===== src/ups_pkg.sv =====
// Package for the upload packet status block: register map, field layout,
// reset values and enumerations.
// Assumes a single ref_clk domain and a synchronous active-high reset.
package ups_pkg;

  // Register offsets (byte addresses)
  localparam logic [7:0] UPS_STATUS_OFS = 8'h30;
  localparam logic [7:0] UPS_INT_STAT_OFS = 8'h34;
  localparam logic [7:0] UPS_INT_MASK_OFS = 8'h38;
  localparam logic [7:0] UPS_CMD_OFS = 8'h3C;

  // Status word field positions
  localparam int UPS_LEN_LSB = 0;
  localparam int UPS_LEN_W = 15;
  localparam int UPS_STALL_BIT = 15;
  localparam int UPS_MATCH_LSB = 16;
  localparam int UPS_OVR_BIT = 19;
  localparam int UPS_RSVD_BIT = 20;
  localparam int UPS_FC_BIT = 21;
  localparam int UPS_AR_BIT = 22;
  localparam int UPS_DONE_BIT = 23;
  localparam int UPS_NEED_BIT = 24;
  localparam int UPS_CODE_LSB = 25;

  // Command register bits (write one to execute)
  localparam int UPS_CMD_STALL_BIT = 0;
  localparam int UPS_CMD_UNSTALL_BIT = 1;
  localparam int UPS_CMD_DISCARD_BIT = 2;

  // Interrupt status bits
  localparam int UPS_IRQ_W = 4;
  localparam int UPS_IRQ_DONE = 0;
  localparam int UPS_IRQ_NEED = 1;
  localparam int UPS_IRQ_OVR = 2;
  localparam int UPS_IRQ_STALL = 3;

  // Reset values
  localparam logic [31:0] UPS_STATUS_RST = 32'h0000_0000;
  localparam logic [3:0] UPS_IRQ_RST = 4'h0;

  // Address slot match codes
  typedef enum logic [2:0] {
    UPS_SLOT_NODE = 3'h0,
    UPS_SLOT_NODE_MAC = 3'h4,
    UPS_SLOT_SRC_ROUTE = 3'h5,
    UPS_SLOT_FUNCTIONAL = 3'h7
  } ups_slot_type;

  // Receive outcome codes
  typedef enum logic [1:0] {
    UPS_RX_OK = 2'h0,
    UPS_RX_ABORT = 2'h1,
    UPS_RX_IMPLICIT_ABORT = 2'h2,
    UPS_RX_FS_MISMATCH = 2'h3
  } ups_outcome_type;

endpackage


===== src/ups_regs.sv =====
// Register port slave for the upload packet status block.
// Assumes the master keeps strobes one cycle long and never both at once.
module ups_regs (
  input wire logic ref_clk,
  input wire logic srst,
  input wire logic [7:0] addr,
  input wire logic [31:0] wdata,
  input wire logic wr_stb,
  input wire logic rd_stb,
  input wire logic [31:0] status_word,
  input wire logic [ups_pkg::UPS_IRQ_W-1:0] irq_events,
  output logic [31:0] rdata,
  output logic [ups_pkg::UPS_IRQ_W-1:0] cmd_pulse,
  output logic irq
);
  logic [31:0] rdata_q;
  logic [ups_pkg::UPS_IRQ_W-1:0] stat_q;
  logic [ups_pkg::UPS_IRQ_W-1:0] stat_d;
  logic [ups_pkg::UPS_IRQ_W-1:0] mask_q;
  logic irq_q;
  logic [ups_pkg::UPS_IRQ_W-1:0] cmd_q;

  // Address decode
  wire sel_status = (addr == ups_pkg::UPS_STATUS_OFS);
  wire sel_stat = (addr == ups_pkg::UPS_INT_STAT_OFS);
  wire sel_mask = (addr == ups_pkg::UPS_INT_MASK_OFS);
  wire sel_cmd = (addr == ups_pkg::UPS_CMD_OFS);
  wire [ups_pkg::UPS_IRQ_W-1:0] w1c =
      (wr_stb && sel_stat) ? wdata[ups_pkg::UPS_IRQ_W-1:0] : '0;
  wire [31:0] rd_mux =
      sel_status ? status_word :
      sel_stat ? {28'h0, stat_q} :
      sel_mask ? {28'h0, mask_q} : 32'h0;

  // Sticky status: a new event wins over a same-cycle clear
  assign stat_d = (stat_q & ~w1c) | irq_events;

  always_ff @(posedge ref_clk) begin
    if (srst) begin
      rdata_q <= 32'h0;
      stat_q <= ups_pkg::UPS_IRQ_RST;
      mask_q <= ups_pkg::UPS_IRQ_RST;
      irq_q <= 1'b0;
      cmd_q <= '0;
    end else begin
      rdata_q <= rd_stb ? rd_mux : 32'h0;
      stat_q <= stat_d;
      if (wr_stb && sel_mask) begin
        mask_q <= wdata[ups_pkg::UPS_IRQ_W-1:0];
      end
      irq_q <= |(stat_d & mask_q);
      cmd_q <= (wr_stb && sel_cmd) ? wdata[ups_pkg::UPS_IRQ_W-1:0] : '0;
    end
  end

  assign rdata = rdata_q;
  assign irq = irq_q;
  assign cmd_pulse = cmd_q;
endmodule


===== src/ups_status.sv =====
// Upload packet status word of a receive-upload bus-master engine.
// Assumes the MAC, buffer manager and descriptor walker supply one-cycle
// event pulses synchronous to ref_clk; the status word is read-only.
//
// The implementer's own choices: the placing of the registers and strobed register access.

// Contract
// - Length field counts uploaded bytes while reception is in progress.
// - After reception finishes, length field holds total received size.
// - Bit 15 reads one exactly while the engine is stalled.
// - Stall on command, or on a used descriptor when not polling.
// - Only an unstall command clears the stall; host must issue it.
// - Bits 18:16 hold matched slot: 000, 100, 101 or 111.
// - Bit 19 set on buffer space shortage or byte limit exceeded.
// - On overrun only upload completion is meaningful.
// - Bit 21 copies frame-copied indicator from frame status.
// - Bit 22 copies address-recognized indicator from frame status.
// - Bit 23 set when packet upload to host memory finishes.
// - Bit 24 set when descriptor needed but list empty or descriptor used.
// - Descriptor need stalls upload while frame keeps collecting on-card.
// - Need bit held until discard clears it; interrupt copy stays sticky past discard.
// - Bits 26:25 code 00 normal, 01 aborted packet.
// - Code 10 implicit abort, 11 frame status pair mismatch.
// - Discard after status write-back zeroes the status word except stall bit 15.
module ups_status #(
  parameter int LEN_W = 15
) (
  input wire logic ref_clk,
  input wire logic srst,
  // Register port
  input wire logic [7:0] addr,
  input wire logic [31:0] wdata,
  input wire logic wr_stb,
  input wire logic rd_stb,
  output logic [31:0] rdata,
  output logic irq,
  // Upload datapath events
  input wire logic byte_uploaded,
  input wire logic rx_done,
  input wire logic [LEN_W-1:0] rx_total_len,
  input wire logic upload_done,
  input wire logic upload_halt_req,
  input wire logic desc_fetch,
  input wire logic desc_done_or_full,
  input wire logic polling_on,
  input wire logic desc_need,
  input wire logic list_empty,
  input wire logic buf_space_short,
  input wire logic byte_limit_hit,
  input wire logic [2:0] slot_match,
  input wire logic match_valid,
  input wire logic fs_valid,
  input wire logic [1:0] fs_ar_pair,
  input wire logic [1:0] fs_fc_pair,
  input wire logic explicit_abort,
  input wire logic implicit_abort,
  input wire logic discard_req,
  // Status towards the engine and write-back path
  output logic upload_halted_flag,
  output logic [31:0] writeback_word
);
  logic [LEN_W-1:0] len_q;
  logic [LEN_W-1:0] len_d;
  logic rx_fin_q;
  logic halt_q;
  logic [2:0] slot_q;
  logic ovr_q;
  logic fc_q;
  logic ar_q;
  logic done_q;
  logic need_q;
  logic [1:0] code_q;
  logic [1:0] code_d;
  logic [31:0] word_q;
  logic [31:0] status_word;
  logic [31:0] word_d;
  logic [ups_pkg::UPS_IRQ_W-1:0] cmd_pulse;
  logic [ups_pkg::UPS_IRQ_W-1:0] irq_events;

  // Decoded commands from the register port and the engine
  wire cmd_halt = cmd_pulse[ups_pkg::UPS_CMD_STALL_BIT];
  wire cmd_resume = cmd_pulse[ups_pkg::UPS_CMD_UNSTALL_BIT];
  wire cmd_drop = cmd_pulse[ups_pkg::UPS_CMD_DISCARD_BIT] | discard_req;

  // Stall causes: command, used descriptor with polling off, or need
  wire implicit_halt = desc_fetch && desc_done_or_full && !polling_on;
  wire need_event = desc_need && (list_empty || desc_done_or_full);
  wire halt_set = upload_halt_req || cmd_halt || implicit_halt || need_event;
  wire overrun_event = buf_space_short || byte_limit_hit;

  // Frame status pair mismatch: each indicator is sent twice
  wire fs_mismatch = (fs_ar_pair[1] != fs_ar_pair[0]) ||
                     (fs_fc_pair[1] != fs_fc_pair[0]);

  // Length: running count until reception ends, then the total
  assign len_d = rx_done ? rx_total_len :
                 (byte_uploaded && !rx_fin_q) ?
                 LEN_W'(len_q + 1'b1) : len_q;

  // Outcome code with severity priority
  assign code_d = (fs_valid && fs_mismatch) ?
                  ups_pkg::UPS_RX_FS_MISMATCH :
                  implicit_abort ? ups_pkg::UPS_RX_IMPLICIT_ABORT :
                  explicit_abort ? ups_pkg::UPS_RX_ABORT : code_q;

  // Assembled word; bit 20 is tied low
  always_comb begin
    status_word = ups_pkg::UPS_STATUS_RST;
    status_word[ups_pkg::UPS_LEN_LSB +: ups_pkg::UPS_LEN_W] =
        ups_pkg::UPS_LEN_W'(len_q);
    status_word[ups_pkg::UPS_STALL_BIT] = halt_q;
    status_word[ups_pkg::UPS_MATCH_LSB +: 3] = slot_q;
    status_word[ups_pkg::UPS_OVR_BIT] = ovr_q;
    status_word[ups_pkg::UPS_RSVD_BIT] = 1'b0;
    status_word[ups_pkg::UPS_FC_BIT] = fc_q;
    status_word[ups_pkg::UPS_AR_BIT] = ar_q;
    status_word[ups_pkg::UPS_DONE_BIT] = done_q;
    status_word[ups_pkg::UPS_NEED_BIT] = need_q;
    status_word[ups_pkg::UPS_CODE_LSB +: 2] = code_q;
  end

  // Write-back image: word at upload end, finished bit already included
  assign word_d = upload_done ?
                  (status_word | (32'h1 << ups_pkg::UPS_DONE_BIT)) :
                  word_q;

  // Interrupt events; the need copy here stays until acknowledged
  assign irq_events[ups_pkg::UPS_IRQ_DONE] = upload_done;
  assign irq_events[ups_pkg::UPS_IRQ_NEED] = need_event;
  assign irq_events[ups_pkg::UPS_IRQ_OVR] = overrun_event;
  assign irq_events[ups_pkg::UPS_IRQ_STALL] = halt_set && !halt_q;

  // Stall flag: set by any cause, cleared only by resume; set wins
  always_ff @(posedge ref_clk) begin
    if (srst) begin
      halt_q <= 1'b0;
    end else if (halt_set) begin
      halt_q <= 1'b1;
    end else if (cmd_resume) begin
      halt_q <= 1'b0;
    end
  end

  // Per-packet fields; discard zeroes the word except the stall bit
  always_ff @(posedge ref_clk) begin
    if (srst || cmd_drop) begin
      len_q <= '0;
      rx_fin_q <= 1'b0;
      slot_q <= ups_pkg::UPS_SLOT_NODE;
      ovr_q <= 1'b0;
      fc_q <= 1'b0;
      ar_q <= 1'b0;
      done_q <= 1'b0;
      need_q <= 1'b0;
      code_q <= ups_pkg::UPS_RX_OK;
    end else begin
      len_q <= len_d;
      rx_fin_q <= rx_fin_q | rx_done;
      if (match_valid) begin
        slot_q <= slot_match;
      end
      ovr_q <= ovr_q | overrun_event;
      if (fs_valid) begin
        fc_q <= fs_fc_pair[0];
        ar_q <= fs_ar_pair[0];
      end
      done_q <= done_q | upload_done;
      need_q <= need_q | need_event;
      code_q <= code_d;
    end
  end

  // Write-back word register for the descriptor frame state entry
  always_ff @(posedge ref_clk) begin
    if (srst) begin
      word_q <= ups_pkg::UPS_STATUS_RST;
    end else begin
      word_q <= word_d;
    end
  end

  // Register port; the status word offset ignores writes
  ups_regs u_regs (
    .ref_clk(ref_clk),
    .srst(srst),
    .addr(addr),
    .wdata(wdata),
    .wr_stb(wr_stb),
    .rd_stb(rd_stb),
    .status_word(status_word),
    .irq_events(irq_events),
    .rdata(rdata),
    .cmd_pulse(cmd_pulse),
    .irq(irq)
  );

  assign upload_halted_flag = halt_q;
  assign writeback_word = word_q;
endmodule


===== config.mk =====
export PLATFORM = sky130hd
export DESIGN_NAME = ups_status
export DESIGN_NICKNAME = d
export VERILOG_FILES = /design/src/ups_pkg.sv /design/src/ups_regs.sv /design/src/ups_status.sv
export SDC_FILE = /design/constraint.sdc
export NUM_CORES = 1
export LEC_CHECK = 0
export ABC_AREA = 0
export BUFFER_PORTS_ARGS = -buffer_cell sky130_fd_sc_hd__buf_2
export CAP_MARGIN = 20
export CORE_ASPECT_RATIO = 1.75
export CORE_MARGIN = 2
export CORE_UTILIZATION = 35
export CTS_CLUSTER_DIAMETER = 50
export CTS_CLUSTER_SIZE = 40
export DETAILED_ROUTE_END_ITERATION = 8
export GPL_ROUTABILITY_DRIVEN = 0
export PLACE_DENSITY = 0.64
export SLEW_MARGIN = 20
export SYNTH_ARGS = -nofsm -noshare
export SYNTH_HDL_FRONTEND = slang
export SYNTH_SLANG_ARGS = --single-unit

===== constraint.sdc =====
create_clock -name ref_clk -period 5.2 [get_ports ref_clk]
set_input_delay 1.3 -clock ref_clk [delete_from_list [all_inputs] [get_ports ref_clk]]
set_output_delay 1.3 -clock ref_clk [all_outputs]
set_load 0.05 [all_outputs]

---- Word-level counts from Yosys, hierarchy flattened ----
Index checks and enable logic that the tools add are counted.
operators by class
  $add $sub $neg .......................... 1
  eq/ne operators ......................... 6
  mux-type cells .......................... 11
  bitwise gates (word level) .............. 11
  reduce and logical (&&, ||, !) cells .... 26
operators by type and width
  cell                                                  number
  two-way mux 27 bit                                    2
  equality test 8 x 6 -> 1 bit (second input constant)  4
  two-way mux 15 bit                                    2
  adder 15 x 1 -> 15 bit (second input constant)        1
  logical AND 1 bit                                     9
  bitwise AND 4 bit                                     2
  two-way mux 4 bit                                     2
  OR reduction 4 bit                                    2
  logical OR 1 bit                                      7
  two-way mux 2 bit                                     3
  bitwise OR 1 bit                                      5
  NOT 4 bit                                             1
  bitwise OR 4 bit                                      1
  nonzero test 2 bit                                    2
  OR reduction 2 bit                                    2
  zero test 1 bit                                       3
  nonzero test 3 bit                                    1
  two-way mux 1 bit                                     2
  != test 1 bit                                         2
  NOT 1 bit                                             2
storage, ports and cells
  flip-flop bits (word level) ............. 97
  bits of input ports ..................... 82
  word-level logic and storage cells ...... 72

---- Longest topological paths before layout ----
Gate-level depths: netlist (run 1).
  depth in word-level cells ............... 8
  gate-level depth with buffers ........... 7
  depth with buffers taken out ............ 6

---- Hierarchy ----
A second synthesis (run 1) with hierarchy kept.
second synthesis, totals
  cell total of the unflattened synthesis .. 378
  area, all modules ....................... 3786.1 sq um
by module, submodules not included
  module      times used  cells each  area each (sq um)
  ups_status  1           232         2228.4
  ups_regs    1           146         1557.7

---- Worst setup path before layout (run 1) ----
Ideal clock, no wire load.
  path type ............................... input to register
  from .................................... input addr[7]
  to ...................................... register u_regs.rdata_q[15], in the netlist u_regs.rdata[15]
  data arrival time ....................... 2.640 ns
  required time ........................... 5.139 ns
  setup slack ............................. 2.499 ns
  stages on the path ...................... 6
  path buffers ............................ 1
  cell sequence ........................... or2_1 -> or2_1 -> or3_4 -> nor3b_4 -> buf_6 -> and2_1
on the way
  word-level cells in the longest chain between the ends .. 2
ends and longest elaborated chain
  element                       line              RTL
  start: declaration            ups_status.sv:31  input wire logic [7:0] addr,
  equality test 8 x 6 -> 1 bit  ups_regs.sv:24    wire sel_status = (addr == ups_pkg::UPS_STATUS_OFS);
  two-way mux 27 bit            ups_regs.sv:31    sel_status ? status_word :
  end signal: assignment        ups_regs.sv:46    rdata_q <= rd_stb ? rd_mux : 32'h0;
  end: declaration              ups_regs.sv:16    logic [31:0] rdata_q;
No other way between the ends.
A chain may end at the register's enable or synchronous reset.

---- Worst setup path after layout (run 1) ----
  from .................................... input addr[7]
  to ...................................... register u_regs.rdata_q[19], in the netlist u_regs.rdata[19]
Same word-level chain as after synthesis.

==> results of run 1 <==
[power groups by stage]
stage	Combinational, µW	Sequential, µW	Clock, µW
finish	134	726	668
global route	144	728	717
CTS	135	726	687
detailed placement	135	742	0
global placement	133	742	0
floorplan	80.5	759	0
[final cells by class]
type	instances	area, µm²
Fill cell	987	5431
Multi-Input combinational cell	247	1554
Clock inverter	3	46.29
Clock buffer	12	266.5
Timing Repair Buffer	107	535.5
Inverter	10	37.54
Tap cell	125	156.4
Sequential cell	91	1822
[routing by layer]
layer,vias to the layer above,part of all wire,track usage,wire length (µm)
met4,0,0.021,0.07062,172
met2,68,0.55,0.2810,4560
met3,9,0.042,0.03211,344
li1,1389,-,-,-
met5,-,0,0,0
met1,1301,0.38,0.1540,3145
[layout by cell type, fill, tap and decap left out, types with 4 or more instances in the layout]
cell,count
sky130_fd_sc_hd__a21oi_1,22
sky130_fd_sc_hd__and2_1,26
sky130_fd_sc_hd__buf_2,107
sky130_fd_sc_hd__clkbuf_16,9
sky130_fd_sc_hd__conb_1,12
sky130_fd_sc_hd__dfxtp_1,91
sky130_fd_sc_hd__inv_1,10
sky130_fd_sc_hd__mux2i_1,42
sky130_fd_sc_hd__nand2_1,9
sky130_fd_sc_hd__nor2_1,68
sky130_fd_sc_hd__nor3_1,5
sky130_fd_sc_hd__o21a_1,6
sky130_fd_sc_hd__xnor2_1,12
sky130_fd_sc_hd__xor2_1,4
[per-stage QoR]
| step | utilization | instances | cell area [µm²] |
|---|---|---|---|
| finish | 0.4486 | 595 | 4418 |
| global route | 0.4486 | 595 | 4418 |
| CTS | 0.4486 | 595 | 4418 |
| detailed placement | 0.4168 | 580 | 4105 |
| global placement | 0.4168 | 580 | 4105 |
| floorplan | - | 378 | 3588 |
[state kept, by name, summed over array words and instances, names as in the netlist]
register	count
u_regs.irq	1
need_q	1
fc_q	1
writeback_word	26
code_q	2
u_regs.cmd_pulse	3
u_regs.stat_q	4
done_q	1
u_regs.mask_q	4
ar_q	1
rx_fin_q	1
ovr_q	1
len_q	15
slot_q	3
upload_halted_flag	1
u_regs.rdata	26
[logic make-up after synthesis]
group,share of synthesized area
AND/OR/NAND/NOR,0.1975
flip-flops,0.5136
multiplexers,0.1185
buffers and inverters,0.05997
AO/OA/AOI/OAI,0.06632
XOR/XNOR,0.03950
adder cells (fa/ha/maj),0.003527
other,0.001057
[final timing paths]
path / start / to / slack, ns
max: addr[7] / u_regs.rdata[19] / 2.24
max reg2reg: len_q[1] / len_q[14] / 3.50
min: done_q / done_q / 0.46
min reg2reg: done_q / done_q / 0.46
[worst max-delay path: cells and delay by family]
family,cells,cell delay [ns]
AND/OR/NAND/NOR,5,1.84
buffers and inverters,1,0.09
[cells in the mapped netlist, types with 2 or more instances]
| cell type | n |
|---|---|
| sky130_fd_sc_hd__a21oi_1 | 22 |
| sky130_fd_sc_hd__a311oi_1 | 3 |
| sky130_fd_sc_hd__a31oi_1 | 2 |
| sky130_fd_sc_hd__and2_1 | 26 |
| sky130_fd_sc_hd__and3b_1 | 2 |
| sky130_fd_sc_hd__and4_1 | 2 |
| sky130_fd_sc_hd__buf_1 | 5 |
| sky130_fd_sc_hd__buf_2 | 2 |
| sky130_fd_sc_hd__buf_4 | 12 |
| sky130_fd_sc_hd__buf_6 | 2 |
| sky130_fd_sc_hd__clkbuf_1 | 9 |
| sky130_fd_sc_hd__dfxtp_1 | 91 |
| sky130_fd_sc_hd__inv_1 | 10 |
| sky130_fd_sc_hd__mux2i_1 | 42 |
| sky130_fd_sc_hd__nand2_1 | 9 |
| sky130_fd_sc_hd__nand2b_1 | 2 |
| sky130_fd_sc_hd__nand3_1 | 3 |
| sky130_fd_sc_hd__nand4_1 | 3 |
| sky130_fd_sc_hd__nor2_1 | 68 |
| sky130_fd_sc_hd__nor2b_1 | 2 |
| sky130_fd_sc_hd__nor3_1 | 5 |
| sky130_fd_sc_hd__nor4_1 | 2 |
| sky130_fd_sc_hd__nor4b_1 | 2 |
| sky130_fd_sc_hd__o21a_1 | 6 |
| sky130_fd_sc_hd__o21ai_0 | 3 |
| sky130_fd_sc_hd__or2_1 | 2 |
| sky130_fd_sc_hd__or3_1 | 2 |
| sky130_fd_sc_hd__xnor2_1 | 12 |
| sky130_fd_sc_hd__xor2_1 | 4 |
==> out/summary.md, run 1 <==
For the placed wire-length estimate, the log shows 5929 µm. The final-report max-slew violation count was 0. The worst setup path is captured at a flop. The logs give 367 for the cell count after synthesis and 12540 µm for the wire length of the first global-routing pass. At the pin with the least slew margin, the transition time is 1.007 ns. The switching share of power is 0.2356, and the number of cells upsized or downsized after cts is 0. The tightest slew margin relative to the limit came out at 0.3285. In this run, post-CTS hold repair placed 0 buffers.

The maximum level of the CTS H-tree came out at 3. The worst setup margin is 2.241 ns. Ranked by total cell area, the synthesized netlist is headed by sky130_fd_sc_hd__dfxtp_1 (51%), sky130_fd_sc_hd__mux2i_1 (12%), sky130_fd_sc_hd__nor2_1 (7.2%), sky130_fd_sc_hd__and2_1 (4.6%), sky130_fd_sc_hd__a21oi_1 (3.1%). For the DRC violation count after routing, the log shows 0.

The repair_antennas step left the layout with diodes totalling 0. Setup repair after global routing left no endpoint under its margin. The number of clock buffers added by TritonCTS is 9. Cell at the root of the clock tree: sky130_fd_sc_hd__clkbuf_16.

The run gives 0.3601 as the effective utilization at floorplan. The fraction of the cycle the final worst path needs is 0.5691. Setup total negative slack on the finished layout was measured at 0 ns. The detailed router finished its first iteration with 117 violations.

In this run the standard cell core region covers 9849 µm². The proportion of power drawn by the clock network is 0.437. The run gives 5.48 ns as the required time reported for the critical path endpoint.

The hold slack was 0.4557 ns; the average cell area after synthesis was 9.665 µm². TritonCTS built the clock tree. The combinational share of power is 0.087, and the total congestion overflow is 0. The number of cells on the worst reg-to-reg path is 6. The initial antenna violation count came out at 0.

Upper clock frequency limit: 337.9 MHz. In the final routed layout, each cell accounts on average for 13.82 µm. The leakage power figure is 0.002125 µW, and the final net count is 549.

In this design, the stage delay of the slowest critical-path cell is 0.68 ns. At the later pin of the worst-skew pair, clock insertion delay measures 0.34 ns. Number of vias per cell: 4.650.

The global routing usage summed across all routing layers is 0.1498, and the flip-flop and latch count after synthesis is 91. The class of the most critical hold timing path is reg -> reg. Cell-internal power: 1168 µW. The number of different library cells used by synthesis comes to 41.

The tools report the sequential area share after synthesis as 0.5136. For this run, the leading register cell type out of synthesis is sky130_fd_sc_hd__dfxtp_1. The count of yosys warnings during synthesis was 0. The cell with the most instances on the worst path is sky130_fd_sc_hd__or2_1. The run gives 48 as the cell row count. STA classifies the critical path startpoint as a primary input. The post-synthesis async set-or-reset flop share came out at 0. The peak supply drop was 0.1652 mV. Along the worst hold path, the cell count comes to 2. The horizontal die dimension was 80.10 µm.

In this run the power density over the cells is 345.9 nW/µm². The worst clock skew on the final layout was 0.004450 ns. The detail route stage leaves a number of antenna-violating nets equal to 0. Across all layers, the routed design uses 2767 vias. The largest fanout on the critical path was 22. The kind of critical path was in -> reg. The flow ran to the end, and the final reports show no timing, DRC or antenna violations. The largest area contributor in the synthesized netlist was sky130_fd_sc_hd__dfxtp_1. No sink is reached through more buffers than the 2 on the longest clock path.

The pin count of the biggest net entering global routing is 41. The slowest library cell on the worst path is sky130_fd_sc_hd__nor3b_4. Before antenna repair, the detailed router went through 4 iterations.

The critical path goes through buf_2, or2_1, or2_1, or3_4, nor3b_4, and2_1. Number of I/O port buffers: 107. After layout, the minimum clock period comes to 2.959 ns.

The part of the power in registers was 0.475; the number of max-cap violations was 0. The number of failing setup endpoints in the final timing report came out at 0. The hold violation total from the final report is 0.

After clock tree synthesis, the clock-pin slew on the worst setup and hold paths is 0.06 ns. The clock sink count came out at 91. The share of the synthesized area in the top cell type came out at 0.5136.

The number of setup buffers added after CTS is 0. The number of enable flip-flop cells after synthesis is 0, and the number of global-route vias before repair is 2687. The routed design has 8222 µm of wire. The vertical die dimension is 137.2 µm.

In this run the cell area of the synthesized design comes to 3547 µm². The layout-stage area growth over the synthesis result is 24.55%, and the pre-CTS setup slack is 1.853 ns. The area enclosed by the die boundary came out at 10990 µm². The data arrival time of the critical path came out at 3.24 ns.

The net switching power of the design is 360.0 µW, and the fraction of final layout cells sized beyond drive strength 1 is 0.2638. The run gives 148 as the number of top-level pins. For the sum of internal, switching and leakage power, the log shows 1528 µW.
No activity file was read; power rests on OpenSTA's default activity.
==> inputs of run 2 (changes only) <==
--- a/config.mk
+++ b/config.mk
@@ -5,7 +5,7 @@
 export SDC_FILE = /design/constraint.sdc
 export NUM_CORES = 1
 export LEC_CHECK = 0
-export ABC_AREA = 0
+export ABC_AREA = 1
 export BUFFER_PORTS_ARGS = -buffer_cell sky130_fd_sc_hd__buf_2
 export CAP_MARGIN = 20
 export CORE_ASPECT_RATIO = 1.75
@@ -15,7 +15,7 @@
 export CTS_CLUSTER_SIZE = 40
 export DETAILED_ROUTE_END_ITERATION = 8
 export GPL_ROUTABILITY_DRIVEN = 0
-export PLACE_DENSITY = 0.64
+export PLACE_DENSITY = 0.67
 export SLEW_MARGIN = 20
 export SYNTH_ARGS = -nofsm -noshare
 export SYNTH_HDL_FRONTEND = slang
==> constraint.sdc (replaced) <==
create_clock -name ref_clk -period 2.5 [get_ports ref_clk]
set_input_delay 0.625 -clock ref_clk [delete_from_list [all_inputs] [get_ports ref_clk]]
set_output_delay 0.625 -clock ref_clk [all_outputs]
set_load 0.05 [all_outputs]
==> out/summary.md, run 2 <==
Flip-flop and latch count after synthesis: 91 (unchanged). The area enclosed by the die boundary came out at 11010 µm² (+0.17%). The overall routed net length was 9556 µm (+16%); the number of buffers added for setup after CTS was 0 (unchanged). The worst setup path is captured at a flop.

The post-synthesis share of cell area spent on and, or, nand and nor gates was 0.1898 (-0.007742); the number of global-route vias before repair was 3294 (+23%). The slowest library cell on the worst path was sky130_fd_sc_hd__dfxtp_1. The total congestion overflow came out at 0 (unchanged). The met2 track demand over resource was 0.3403 (+0.05926); the fraction of the cycle the final worst path needs was 0.6721. The run gives 3388 (+22%) as the total number of vias. The critical path goes through ha_1, nand3_1, nor2_2, nand2_1, nor2_2, nand3_1, nand3_1, a21oi_1.

The number of top-level pins is 148 (unchanged). The hold violation total from the final report came out at 0 (unchanged). The buffer depth of the longest clock path was 2 (unchanged).

The tools report the count of yosys warnings during synthesis as 0 (unchanged). The tools report the placed wire-length estimate as 7070 µm (+19%). Actual transition at the worst max-transition pin: 0.8175 ns (-0.1898 ns). The share of the synthesized area in compound gates (AO/OA/AOI/OAI) was 0.1732 (+0.1069). The average cell area after synthesis came out at 7.759 µm² (-20%).

The library cells used most frequently in the layout, excluding fill and tap cells, are sky130_fd_sc_hd__buf_2 (107), sky130_fd_sc_hd__dfxtp_1 (91), sky130_fd_sc_hd__nand2_1 (66), sky130_fd_sc_hd__a21oi_1 (60), sky130_fd_sc_hd__nor2_1 (54). The routed design could run at a clock period as short as 1.680 ns. The core outline area is 9849 µm² (unchanged). The horizontal die dimension is 80.17 µm (about the same). The count of distinct cell types in the synthesized netlist was 27 (-34%). The post-synthesis xor/xnor area fraction is 0.01725 (-0.02225). The DRC violation count after routing is 0 (unchanged). For the final setup TNS, the log shows 0 ns (unchanged).

The logs give 0.8198 ns (-1.421 ns) for the worst setup margin and 0.1776 (+0.02358) for the global routing met1 resource utilization. The run gives 458 (+25%) as the cell count after synthesis. The run gives 0 (unchanged) as the post-cts hold buffer count.

The vertical die dimension was 137.3 µm (about the same); the pin count of the biggest net entering global routing was 31 (-24%). The largest fanout on the critical path works out to 4 (-82%). The logs give 0.3608 (+0.0006352) for the effective utilization at floorplan and 0.005855 ns (+0.001405 ns) for the worst clock skew on the final layout. Setup repair after global routing left no endpoint under its margin.

The worst setup path is launched from a flop. The number of enable flip-flop cells after synthesis works out to 0 (unchanged). The run gives 141 (+21%) as the starting DRC count in detailed routing. The final antenna-violating net count was 0 (unchanged); the clock-pin slew reported for the worst setup and hold paths after clock tree synthesis was 0.06 ns (about the same). The wire length of the first global-routing pass was 15160 µm (+21%). The run gives 0.1794 (+0.02960) as the global routing usage summed across all routing layers.

Among all cell types in the netlist, the one instantiated most often is sky130_fd_sc_hd__dfxtp_1. The commonest cells after synthesis are sky130_fd_sc_hd__dfxtp_1 (91), sky130_fd_sc_hd__nand2_1 (66), sky130_fd_sc_hd__a21oi_1 (60). The post-synthesis async set-or-reset flop share is 0 (unchanged). The area growth from synthesis to layout is 27.61%. The wire length per cell works out to 13.71 µm (-0.78%).

In this run the worst hold path is classified as reg -> reg. The data arrival time of the critical path came out at 1.87 ns (-1.37 ns). The tools report the core occupancy in the finished layout as 0.4604 (+0.01181).

The run gives 0.5754 ns (-1.277 ns) as the pre-CTS setup slack. The most used flip-flop cell after synthesis is sky130_fd_sc_hd__dfxtp_1. The logs give 0.34 ns (about the same) for the source-to-sink clock delay at the later pin of the worst-skew pair and 0 (unchanged) for the number of max-cap violations. The share of the synthesized area in the top cell type works out to 0.5127 (-0.0009042). TritonCTS built the clock tree. Leaving out fill and tap cells, the most frequent cell in the layout is sky130_fd_sc_hd__buf_2.

The proportion of synthesized area in mux cells was 0 (-0.1185); the sum of internal, switching and leakage power was 3422 µW (+120%). The cell with the most instances on the worst path was sky130_fd_sc_hd__nand3_1. Clock tree synthesis selected as its root buffer the cell sky130_fd_sc_hd__clkbuf_16. The tightest slew margin relative to the limit was 0.4544 (+0.1259); the cell row count was 48 (unchanged). The global-route layer with the greatest usage is met2. Clock sink count: 91 (unchanged). The biggest cell delay along the critical path came out at 0.38 ns (-0.30 ns).

The flow ran to the end, and the final reports show no timing, DRC or antenna violations. The synthesized cell area is 3553 µm² (+0.18%), and the peak supply drop is 0.4391 mV (+170%). The fraction of final layout cells sized beyond drive strength 1 was 0.2517 (-0.01208); the detailed-router iteration count before antenna repair was 4 (unchanged). The maximum level of the CTS H-tree is 3 (unchanged), and the sequential area share after synthesis is 0.5127 (-0.0009042). Largest area contributor in the synthesized netlist: sky130_fd_sc_hd__dfxtp_1. The required time reported for the critical path endpoint was 2.69 ns (-2.79 ns); the number of buffers created by CTS was 9 (unchanged).

By area the synthesized netlist is led by sky130_fd_sc_hd__dfxtp_1 (51%), sky130_fd_sc_hd__a21oi_1 (8.5%), sky130_fd_sc_hd__nand2_1 (7.0%), sky130_fd_sc_hd__o21ai_0 (6.8%), sky130_fd_sc_hd__nor2_1 (5.7%). The global routing met3 resource utilization is 0.03866 (+0.006553). The logs give 650 (+18%) for the final net count and 0 (unchanged) for the number of antenna repair diodes. The number of I/O port buffers was 107 (unchanged); the upper clock frequency limit was 595.2 MHz. The number of failing setup endpoints in the final timing report came out at 0 (unchanged).

The power density over the cells is 754.7 nW/µm² (+120%). The final-report max-slew violation count was 0 (unchanged); the synthesized-area fraction occupied by adder cells was 0.003521 (-0.000006210). The number of vias per cell came out at 4.861 (+4.5%).

The leakage power figure was 0.002081 µW (-2.1%). Number of cells upsized or downsized after cts: 0 (unchanged). By area, the combinational part of the netlist is dominated by simple AND/OR/NAND/NOR gates.

The critical path is of the reg -> reg type. The initial antenna violation count is 0 (unchanged).
==> run 2: cell types whose count changed in the layout (fill, tap and decap cells not counted), moves of 8 or more <==
cell / before / now
sky130_fd_sc_hd__nand2_1: 9 / 66
sky130_fd_sc_hd__o21ai_0: 3 / 48
sky130_fd_sc_hd__inv_1: 10 / 52
sky130_fd_sc_hd__mux2i_1: 42 / 0
sky130_fd_sc_hd__a21oi_1: 22 / 60
sky130_fd_sc_hd__and2_1: 26 / 0
sky130_fd_sc_hd__nand3_1: 3 / 18
sky130_fd_sc_hd__nor2_1: 68 / 54
sky130_fd_sc_hd__xnor2_1: 12 / 0
sky130_fd_sc_hd__buf_4: 0 / 8
==> run 2: path summary, 6_finish.rpt <==
path            start                to  slack, ns  cells after the start
min            done_q  u_regs.rdata[23]       0.44                      2
max          len_q[0]         len_q[12]       0.82                      8
max reg2reg  len_q[0]         len_q[12]       0.82                      8
min reg2reg    done_q  u_regs.rdata[23]       0.44                      2
==> run 2: metal layers <==
layer	vias to the layer above	share of wire
li1	1675	-
met4	0	0.030
met2	105	0.56
met1	1587	0.36
met5	-	0
met3	21	0.048
==> run 2: layout make-up <==
cell class / instances / area [µm²]
fill: 1022 / 5315
sequential: 91 / 1822
multi-input combinational: 294 / 1409
timing repair buffer: 115 / 595.6
clock buffer: 9 / 225.2
inverter: 56 / 210.2
tap: 125 / 156.4
clock inverter: 7 / 116.4
==> run 2: where the power goes <==
part | internal (µW) | leakage, µW | total (µW) | switching (µW)
registers | 1500 | 0.000743 | 1520 | 26.4
clock network | 974 | 0.000165 | 1530 | 553
logic | 98.1 | 0.00117 | 371 | 273
==> run 2: cells by family (layout without fill, tap and decap cells) <==
family | after synthesis | after routing
and+or+nand+nor | 155 | 155
AOI/OAI and AO/OA | 119 | 119
DFF | 91 | 91
buffers and inverters | 84 | 187
xor gates and xnor gates | 7 | 7
adders and majority gates | 1 | 1
other | 1 | 12
==> run 2: per-stage QoR <==
step | instance area, µm² | std cells | hold WS [ns]
after floorplan | 3595 | 469 | 0.4160
after global placement | 4193 | 681 | 0.4270
after detailed placement | 4193 | 681 | 0.4318
after CTS | 4534 | 697 | 0.4392
after global routing | 4534 | 697 | 0.4811
final | 4534 | 697 | 0.4382
==> run 2: worst max-delay path: cells and delay by family, from the launching register on <==
| family | cells | cell delay (ns) |
|---|---|---|
| compound gates | 1 | 0.06 |
| simple gates | 6 | 0.87 |
| flops | 1 | 0.38 |
| fa+ha+maj | 1 | 0.20 |
